File: config.mk
export PLATFORM = sky130hd
export DESIGN_NAME = mfrc_core
export DESIGN_NICKNAME = d
export VERILOG_FILES = /design/src/design/mfrc_core.v /design/src/design/mfrc_sync.v
export VERILOG_INCLUDE_DIRS = /design/src /design/src/design
export SDC_FILE = /design/constraint.sdc
export NUM_CORES = 1
export LEC_CHECK = 0
export BUFFER_PORTS_ARGS = -buffer_cell sky130_fd_sc_hd__buf_4
export CAP_MARGIN = 15
export CORE_AREA = 2 2 186 188
export DETAILED_ROUTE_END_ITERATION = 10
export DIE_AREA = 0 0 188 190
export PLACE_DENSITY_LB_ADDON = 0.05
export SLEW_MARGIN = 30
export SYNTH_ARGS = -nofsm -noshare
export SYNTH_HDL_FRONTEND = slang
export SYNTH_HIERARCHICAL = 1
export SYNTH_SLANG_ARGS = --single-unit
File: constraint.sdc
create_clock -name sys_clk -period 3.5 [get_ports sys_clk]
set_input_delay 0.35 -clock sys_clk [delete_from_list [all_inputs] [get_ports sys_clk]]
set_output_delay 0.35 -clock sys_clk [all_outputs]
set_load 0.03 [all_outputs]
File: src/design/mfrc_regs.vh
// Opcodes, phase lengths, field positions and reset values of the multi-IO read front end
`ifndef MFRC_REGS_VH
`define MFRC_REGS_VH

`define MFRC_OP_QUAD_OUT     8'h6B
`define MFRC_OP_DUAL_IO      8'hBB
`define MFRC_OP_QUAD_IO      8'hEB
`define MFRC_OP_WORD_QUAD    8'hE7
`define MFRC_OP_SET_WRAP     8'h77

`define MFRC_OPCODE_CLKS     5'h08
`define MFRC_ADDR_CLKS_X1    5'h18
`define MFRC_ADDR_CLKS_X2    5'h0C
`define MFRC_ADDR_CLKS_X4    5'h06
`define MFRC_MODE_CLKS_X2    5'h04
`define MFRC_MODE_CLKS_X4    5'h02
`define MFRC_DUMMY_QUAD_OUT  5'h08
`define MFRC_DUMMY_QUAD_IO   5'h04
`define MFRC_DUMMY_WORD_QUAD 5'h02

`define MFRC_CONT_SEL_HI     5
`define MFRC_CONT_SEL_LO     4
`define MFRC_CONT_KEEP       2'h2
`define MFRC_WRAP_DIS_POS    4
`define MFRC_WRAP_LEN_HI     6
`define MFRC_WRAP_LEN_LO     5
`define MFRC_WRAP_DIS_RST    1'h1
`define MFRC_WRAP_LEN_RST    2'h0

`endif

File: src/design/mfrc_core.v
// Multi-IO read command front end of a serial flash
`timescale 1ns/1ps
`include "mfrc_regs.vh"
module mfrc_core (
    input  wire        sys_clk,             // 40 MHz system clock
    input  wire        rst,                 // Synchronous reset, active high
    input  wire        spi_sclk,            // Serial clock from host
    input  wire        spi_cs_n,            // Chip select, active low
    input  wire [3:0]  io_in,               // Serial lines zero to three, input
    output wire [3:0]  io_out,              // Serial lines, output value
    output wire [3:0]  io_oe,               // Serial lines, output enable
    input  wire        quad_io_enable_bit,  // Quad IO enable status bit
    output wire [23:0] mem_addr,            // Array byte address
    output wire        mem_rd,              // Array read strobe, one cycle
    input  wire [7:0]  mem_rdata,           // Array data, valid in the strobe cycle
    output wire        continuation_active, // Next frame skips its opcode
    output wire        wrap_disable_bit,    // Stored wrap disable bit
    output wire [1:0]  wrap_length_select   // Stored wrap length code
);
    localparam ST_OPCODE = 3'h0;
    localparam ST_ADDR   = 3'h1;
    localparam ST_MODE   = 3'h2;
    localparam ST_DUMMY  = 3'h3;
    localparam ST_DATA   = 3'h4;
    localparam ST_IGNORE = 3'h5;

    wire [5:0] pins_s;
    mfrc_sync #(.W(6)) u_sync (
        .sys_clk  (sys_clk),
        .rst      (rst),
        .async_in ({~spi_cs_n, spi_sclk, io_in}), // Inverted: cleared flop reads deselected
        .sync_out (pins_s)
    );
    wire       cs_s   = ~pins_s[5];
    wire       sclk_s = pins_s[4];
    wire [3:0] io_s   = pins_s[3:0];

    reg        sclk_d_q;
    reg [2:0]  st_q;
    reg [4:0]  cnt_q;
    reg [1:0]  gcnt_q;
    reg [7:0]  cmd_q;
    reg [23:0] sr_q;
    reg [23:0] addr_q;
    reg [23:0] mem_addr_q;
    reg        mem_rd_q;
    reg        tgt_sh_q;
    reg        pre_q;
    reg [7:0]  sh_q;
    reg [7:0]  nxt_q;
    reg [3:0]  io_out_q;
    reg [3:0]  io_oe_q;
    reg        cont_q;
    reg        wrap_dis_q;
    reg [1:0]  wrap_len_q;

    wire rise = sclk_s & ~sclk_d_q;
    wire fall = ~sclk_s & sclk_d_q;

    function [2:0] addr_lanes;
        input [7:0] op;
        begin
            case (op)
                `MFRC_OP_DUAL_IO:   addr_lanes = 3'h2;
                `MFRC_OP_QUAD_IO,
                `MFRC_OP_WORD_QUAD,
                `MFRC_OP_SET_WRAP:  addr_lanes = 3'h4;
                default:            addr_lanes = 3'h1;
            endcase
        end
    endfunction

    function [23:0] shin;
        input [23:0] sr;
        input [2:0]  w;
        input [3:0]  d;
        begin
            case (w)
                3'h2:    shin = {sr[21:0], d[1], d[0]};
                3'h4:    shin = {sr[19:0], d[3], d[2], d[1], d[0]};
                default: shin = {sr[22:0], d[0]};
            endcase
        end
    endfunction

    function [23:0] adv;
        input [23:0] a;
        input        wrap_on;
        input [1:0]  len;
        reg   [7:0]  m;
        begin
            case (len)
                2'h0:    m = 8'h07;
                2'h1:    m = 8'h0F;
                2'h2:    m = 8'h1F;
                default: m = 8'h3F;
            endcase
            if (wrap_on)
                adv = {a[23:8], (a[7:0] & ~m) | ((a[7:0] + 8'h01) & m)};
            else
                adv = a + 24'h000001;
        end
    endfunction

    wire [2:0] aw = addr_lanes(cmd_q);
    wire [2:0] dw = (cmd_q == `MFRC_OP_DUAL_IO) ? 3'h2 : 3'h4;
    wire [4:0] alen = (aw == 3'h4) ? `MFRC_ADDR_CLKS_X4 :
                      (aw == 3'h2) ? `MFRC_ADDR_CLKS_X2 : `MFRC_ADDR_CLKS_X1;
    wire [4:0] mlen = (aw == 3'h4) ? `MFRC_MODE_CLKS_X4 : `MFRC_MODE_CLKS_X2;
    wire [4:0] dlen = (cmd_q == `MFRC_OP_QUAD_OUT)  ? `MFRC_DUMMY_QUAD_OUT :
                      (cmd_q == `MFRC_OP_QUAD_IO)   ? `MFRC_DUMMY_QUAD_IO :
                      (cmd_q == `MFRC_OP_WORD_QUAD) ? `MFRC_DUMMY_WORD_QUAD :
                      5'h00;
    wire wrap_on = ~wrap_dis_q & ((cmd_q == `MFRC_OP_QUAD_IO) |
                                  (cmd_q == `MFRC_OP_WORD_QUAD));
    wire [7:0]  op_w  = {sr_q[6:0], io_s[0]};
    wire [23:0] sr_w  = shin(sr_q, aw, io_s);
    wire        op_ok = (op_w == `MFRC_OP_DUAL_IO) |
                        (quad_io_enable_bit & ((op_w == `MFRC_OP_QUAD_OUT) |
                                               (op_w == `MFRC_OP_QUAD_IO) |
                                               (op_w == `MFRC_OP_WORD_QUAD) |
                                               (op_w == `MFRC_OP_SET_WRAP)));
    wire [1:0]  glast = (dw == 3'h4) ? 2'h1 : 2'h3;

    always @(posedge sys_clk) begin
        if (rst) begin
            sclk_d_q   <= 1'b0;
            st_q       <= ST_OPCODE;
            cnt_q      <= 5'h00;
            gcnt_q     <= 2'h0;
            cmd_q      <= 8'h00;
            sr_q       <= 24'h000000;
            addr_q     <= 24'h000000;
            mem_addr_q <= 24'h000000;
            mem_rd_q   <= 1'b0;
            tgt_sh_q   <= 1'b0;
            pre_q      <= 1'b0;
            sh_q       <= 8'h00;
            nxt_q      <= 8'h00;
            io_out_q   <= 4'h0;
            io_oe_q    <= 4'h0;
            cont_q     <= 1'b0;
            wrap_dis_q <= `MFRC_WRAP_DIS_RST;
            wrap_len_q <= `MFRC_WRAP_LEN_RST;
        end else begin
            sclk_d_q <= sclk_s;
            mem_rd_q <= 1'b0;
            // Fetched byte lands in the current or the next-byte buffer
            if (mem_rd_q) begin
                if (tgt_sh_q)
                    sh_q <= mem_rdata;
                else
                    nxt_q <= mem_rdata;
            end
            if (pre_q) begin
                pre_q      <= 1'b0;
                mem_rd_q   <= 1'b1;
                tgt_sh_q   <= 1'b0;
                mem_addr_q <= addr_q;
                addr_q     <= adv(addr_q, wrap_on, wrap_len_q);
            end
            if (cs_s) begin
                st_q    <= cont_q ? ST_ADDR : ST_OPCODE;
                cnt_q   <= 5'h00;
                gcnt_q  <= 2'h0;
                pre_q   <= 1'b0;
                io_oe_q <= 4'h0;
            end else if (rise) begin
                case (st_q)
                    ST_OPCODE: begin
                        sr_q <= shin(sr_q, 3'h1, io_s);
                        if (cnt_q == `MFRC_OPCODE_CLKS - 5'h01) begin
                            cnt_q <= 5'h00;
                            cmd_q <= op_w;
                            st_q  <= op_ok ? ST_ADDR : ST_IGNORE;
                        end else begin
                            cnt_q <= cnt_q + 5'h01;
                        end
                    end
                    ST_ADDR: begin
                        sr_q <= sr_w;
                        if (cnt_q == alen - 5'h01) begin
                            cnt_q  <= 5'h00;
                            addr_q <= sr_w;
                            st_q   <= (cmd_q == `MFRC_OP_QUAD_OUT) ? ST_DUMMY : ST_MODE;
                        end else begin
                            cnt_q <= cnt_q + 5'h01;
                        end
                    end
                    ST_MODE: begin
                        sr_q <= sr_w;
                        if (cnt_q == mlen - 5'h01) begin
                            cnt_q <= 5'h00;
                            if (cmd_q == `MFRC_OP_SET_WRAP) begin
                                wrap_dis_q <= sr_w[`MFRC_WRAP_DIS_POS];
                                wrap_len_q <= sr_w[`MFRC_WRAP_LEN_HI:`MFRC_WRAP_LEN_LO];
                                st_q       <= ST_IGNORE;
                            end else begin
                                // Low nibble never looked at; all-ones byte drops the mode
                                cont_q <= (sr_w[`MFRC_CONT_SEL_HI:`MFRC_CONT_SEL_LO] ==
                                           `MFRC_CONT_KEEP);
                                if (dlen == 5'h00) begin
                                    st_q       <= ST_DATA;
                                    mem_rd_q   <= 1'b1;
                                    tgt_sh_q   <= 1'b1;
                                    pre_q      <= 1'b1;
                                    mem_addr_q <= addr_q;
                                    addr_q     <= adv(addr_q, wrap_on, wrap_len_q);
                                end else begin
                                    st_q <= ST_DUMMY;
                                end
                            end
                        end else begin
                            cnt_q <= cnt_q + 5'h01;
                        end
                    end
                    ST_DUMMY: begin
                        // Lines are not sampled here
                        if (cnt_q == dlen - 5'h01) begin
                            cnt_q      <= 5'h00;
                            st_q       <= ST_DATA;
                            mem_rd_q   <= 1'b1;
                            tgt_sh_q   <= 1'b1;
                            pre_q      <= 1'b1;
                            mem_addr_q <= addr_q;
                            addr_q     <= adv(addr_q, wrap_on, wrap_len_q);
                        end else begin
                            cnt_q <= cnt_q + 5'h01;
                        end
                    end
                    default: begin
                    end
                endcase
            end else if (fall && st_q == ST_DATA) begin
                // Drive only from the first data falling edge, host has floated by then
                io_oe_q  <= (dw == 3'h4) ? 4'hF : 4'h3;
                io_out_q <= (dw == 3'h4) ? sh_q[7:4] : {2'h0, sh_q[7:6]};
                if (gcnt_q == glast) begin
                    gcnt_q     <= 2'h0;
                    sh_q       <= nxt_q;
                    mem_rd_q   <= 1'b1;
                    tgt_sh_q   <= 1'b0;
                    mem_addr_q <= addr_q;
                    addr_q     <= adv(addr_q, wrap_on, wrap_len_q);
                end else begin
                    gcnt_q <= gcnt_q + 2'h1;
                    sh_q   <= (dw == 3'h4) ? {sh_q[3:0], 4'h0} : {sh_q[5:0], 2'h0};
                end
            end
        end
    end

    assign io_out              = io_out_q;
    assign io_oe               = io_oe_q;
    assign mem_addr            = mem_addr_q;
    assign mem_rd              = mem_rd_q;
    assign continuation_active = cont_q;
    assign wrap_disable_bit    = wrap_dis_q;
    assign wrap_length_select  = wrap_len_q;
endmodule // mfrc_core

File: src/design/mfrc_sync.v
// Two-flop synchroniser for the serial pins
`timescale 1ns/1ps
module mfrc_sync #(
    parameter W = 6
) (
    input  wire         sys_clk,  // System clock
    input  wire         rst,      // Synchronous reset, active high
    input  wire [W-1:0] async_in, // Pins from outside the clock domain
    output wire [W-1:0] sync_out  // Synchronised copy
);
    reg [W-1:0] meta_q;
    reg [W-1:0] sync_q;

    always @(posedge sys_clk) begin
        if (rst) begin
            meta_q <= {W{1'b0}};
            sync_q <= {W{1'b0}};
        end else begin
            meta_q <= async_in;
            sync_q <= meta_q;
        end
    end

    assign sync_out = sync_q;
endmodule // mfrc_sync

==> impl_metrics.ini <==
[critical_path]
reg2reg_slack_ns = 0.26
critPathMaxStageDelay_ns = 0.38
path_class = reg2reg
startpoint = cmd_q[6]
path_cells = nand4_1 -> buf_4 -> or3_1 -> ha_1 -> xor2_1 -> nand4_1 -> o22ai_2 -> buf_4 -> a31o_4 -> o21ai_4 -> o21ai_1 -> a221oi_2
endpoint = addr_q[10]
crit_path_end_kind = flop
worst-path-max-fanout = 9
ff2ff_path_depth = 12
cp.arrival_ns = 3.59
cp.required_ns = 3.85
rr_startpoint = cmd_q[6]
cp_slowest_cell = or3_1
startpoint_type = flop
r2r_end = addr_q[10]

[drt]
detail-route-antenna-nets = 0
vias_per_cell = 5.14
wl_per_cell_um = 20.3
firstDrtPassIters = 5
num_vias = 8085
drt_iter0_drc = 483
drc = 0
finalWirelength_um = 32000

[power_and_ir_drop]
seqPwrFrac = 0.441
power.internal_w = 0.00264
power_switching_w = 0.000789
p_leak_nw = 3.17
combPwrFrac = 0.026
irDropWorstVdd_mv = 0.356
power_density_mw_per_mm2 = 345
p_sw_frac = 0.230
power_frac_clock = 0.533

[run_status]
status = complete, no violations

[logic_synthesis]
synth_edf_count = 0
syn_avg_cell_area_um2 = 7.81
yosys_warnings = 6
synth_top_area_frac = 0.315
synth.net_count = 1088
yosys.area.top_type = dfxtp_1
ys_seq_area_frac = 0.315
ys_types = 99
synth.ff_latch_count = 131
yosys-top-cells-count = dfxtp_1, nor2_1, nand2_1
dominantRegCellSynth = dfxtp_1
post-synth-top-count-cell = dfxtp_1
synth_area_leaders = dfxtp_1, nor2_1, nand2_1
synthCells = 1064
synthArstFlopShare = 0
mappedNetlistArea_mm2 = 0.00831

[clocking]
clkTransAtPathRegs_ns = 0.06
postCtsSetupBuffers = 0
worst_skew_pair.late_latency_ns = 0.45
htree_levels = 4
clockBufferDepth = 2
cts_buffers = 17
clkSinkCount = 131
root_buffer = clkbuf_16
cts_tree = done

[timing]
max_freq_mhz = 309
fin_crit_ns = 3.24
hold_viol_final = 0
fin_crit_sh = 0.925
finalSetupViolations = 0
tns_ns = 0
rsz0062_at_grt = no
relSlewSlack = 0.477
tightestPinTransition_ns = 0.776
slew_viol_final = 0
fin_worst_skew_ns = 0.0127

[min_path]
hold_path_depth = 2
hp-class = in2reg

[floorplanning]
coreArea_mm2 = 0.0339
start_util = 0.245
die_area_mm2 = 0.0357
rows = 68
die_height_um = 190
io_pins = 54
die_w_um = 188

[cells_and_area]
diodes = 0
layout.nets = 1128
drive_above_1_share = 0.187
area_growth_pct = 19.8
nFillCells = 3723
postLayoutCellArea_mm2 = 0.00996

[placed_design]
gp_congestion = 0.818
placed_area_mm2 = 0.00932
dpl.hpwl_um = 23300
port-buffer-count = 53

[global_routing]
grt_pass1_wl_um = 49900
grt_pass1_vias = 8014
grt_use_total = 0.183
antenna_found_initial = 0
grt_max_degree = 81
overflow = 0

[run]
maxCapViolations = 0
-- cell type report --
cell class / instances / area (um2) / share of cell area
Clock buffer: 20 / 437 / 0.0438
Multi-Input combinational cell: 821 / 5270 / 0.529
Timing Repair Buffer: 105 / 821 / 0.0824
Clock inverter: 12 / 139 / 0.0139
Inverter: 28 / 105 / 0.0106
Sequential cell: 131 / 2620 / 0.263
Tap cell: 455 / 569 / 0.0572
-- state kept, by name, indices dropped and copies added, names as in the netlist, 4 cells and up --
| signal | count |
|---|---|
| nxt_q | 8 |
| cmd_q | 8 |
| addr_q | 24 |
| sh_q | 8 |
| sr_q | 23 |
| mem_addr | 24 |
| u_sync/sync_out | 6 |
| cnt_q | 5 |
| io_out | 4 |
| u_sync/meta_q | 6 |
-- worst min path at each step --
stage,end,startpoint
finish,u_sync/meta_q[1],io_in[1]
global route,u_sync/meta_q[0],io_in[0]
CTS,u_sync/meta_q[1],io_in[1]
detailed placement,u_sync/sync_out[0],u_sync/meta_q[0]
global placement,u_sync/sync_out[1],u_sync/meta_q[1]
floorplan,u_sync/sync_out[0],u_sync/meta_q[0]
-- repair_timing --
action                     4_1_cts  5_1_grt
setup endpoints to repair        0       14
hold buffers                     0        0
gates resized for setup          0       12
-- power groups by stage --
stage	Clock [W]	Combinational, W	Sequential [W]
2_1_floorplan	0	0.0000539	0.00154
3_3_place_gp	0	0.0000933	0.00155
3_5_place_dp	0	0.0000927	0.00155
4_1_cts	0.00190	0.0000929	0.00151
5_1_grt	0.00197	0.000101	0.00151
6_report	0.00183	0.0000909	0.00151
-- metrics by stage --
stage / instances / total power, W / worst slack, ns / util / hold WS, ns
4_1_cts: 1572 / 0.00350 / 0.175 / 0.292 / 0.0860
5_1_grt: 1572 / 0.00359 / 0.0297 / 0.293 / 0.0886
2_1_floorplan: 1064 / 0.00159 / 0.0112 / - / 0.415
6_report: 1572 / 0.00343 / 0.263 / 0.293 / 0.114
3_5_place_dp: 1540 / 0.00164 / 0.191 / 0.275 / 0.427
3_3_place_gp: 1540 / 0.00164 / 0.184 / 0.275 / 0.429
-- worst max-delay path, delay by kind of cell, from the launching register on --
family	cells	cell delay, ns
DFF	1	0.35
and+or+nand+nor	3	0.71
AOI/OAI and AO/OA	5	1.18
adders and majority gates	1	0.32
xor gates and xnor gates	1	0.16
buffers and inverters	2	0.41
-- placed cells by master, fill, tap and decap left out, drive strengths merged, types with 5 or more instances in the layout --
master	Yosys	routed
o21ai	45	45
and3	14	14
inv	28	28
a311oi	10	10
nand3	33	33
nor4	17	17
or3	7	7
clkinv	0	9
a221oi	9	9
nand2b	13	13
a21oi	81	81
a31oi	12	12
dfxtp	131	131
o31ai	9	9
a22oi	26	26
xor2	8	8
mux2	7	7
o31a	5	5
and2	8	8
xnor2	15	15
nand2	125	125
nand4	14	14
nor2b	14	14
o211ai	16	16
ha	7	7
nor3	28	28
nor3b	5	5
nand3b	7	7
o22ai	13	13
clkbuf	53	20
a211oi	48	48
mux2i	38	38
nor2	126	126
buf	31	105
-- logic make-up after synthesis --
| family | Yosys count | synth area share |
|---|---|---|
| buffers and inverters | 112 | 0.0584 |
| AOI/OAI and AO/OA | 320 | 0.278 |
| xor gates and xnor gates | 23 | 0.0265 |
| DFF | 131 | 0.315 |
| muxes | 45 | 0.0552 |
| and+or+nand+nor | 426 | 0.256 |
| adders and majority gates | 7 | 0.0105 |
-- per-layer routing --
| layer | wire length (um) | global-route usage |
|---|---|---|
| met1 | 14900 | 0.238 |
| met2 | 14700 | 0.293 |
| met3 | 1120 | 0.0352 |
| met4 | 1210 | 0.0836 |
| met5 | 0 | 0 |
Note: power is estimated with default switching activity, not from simulation.
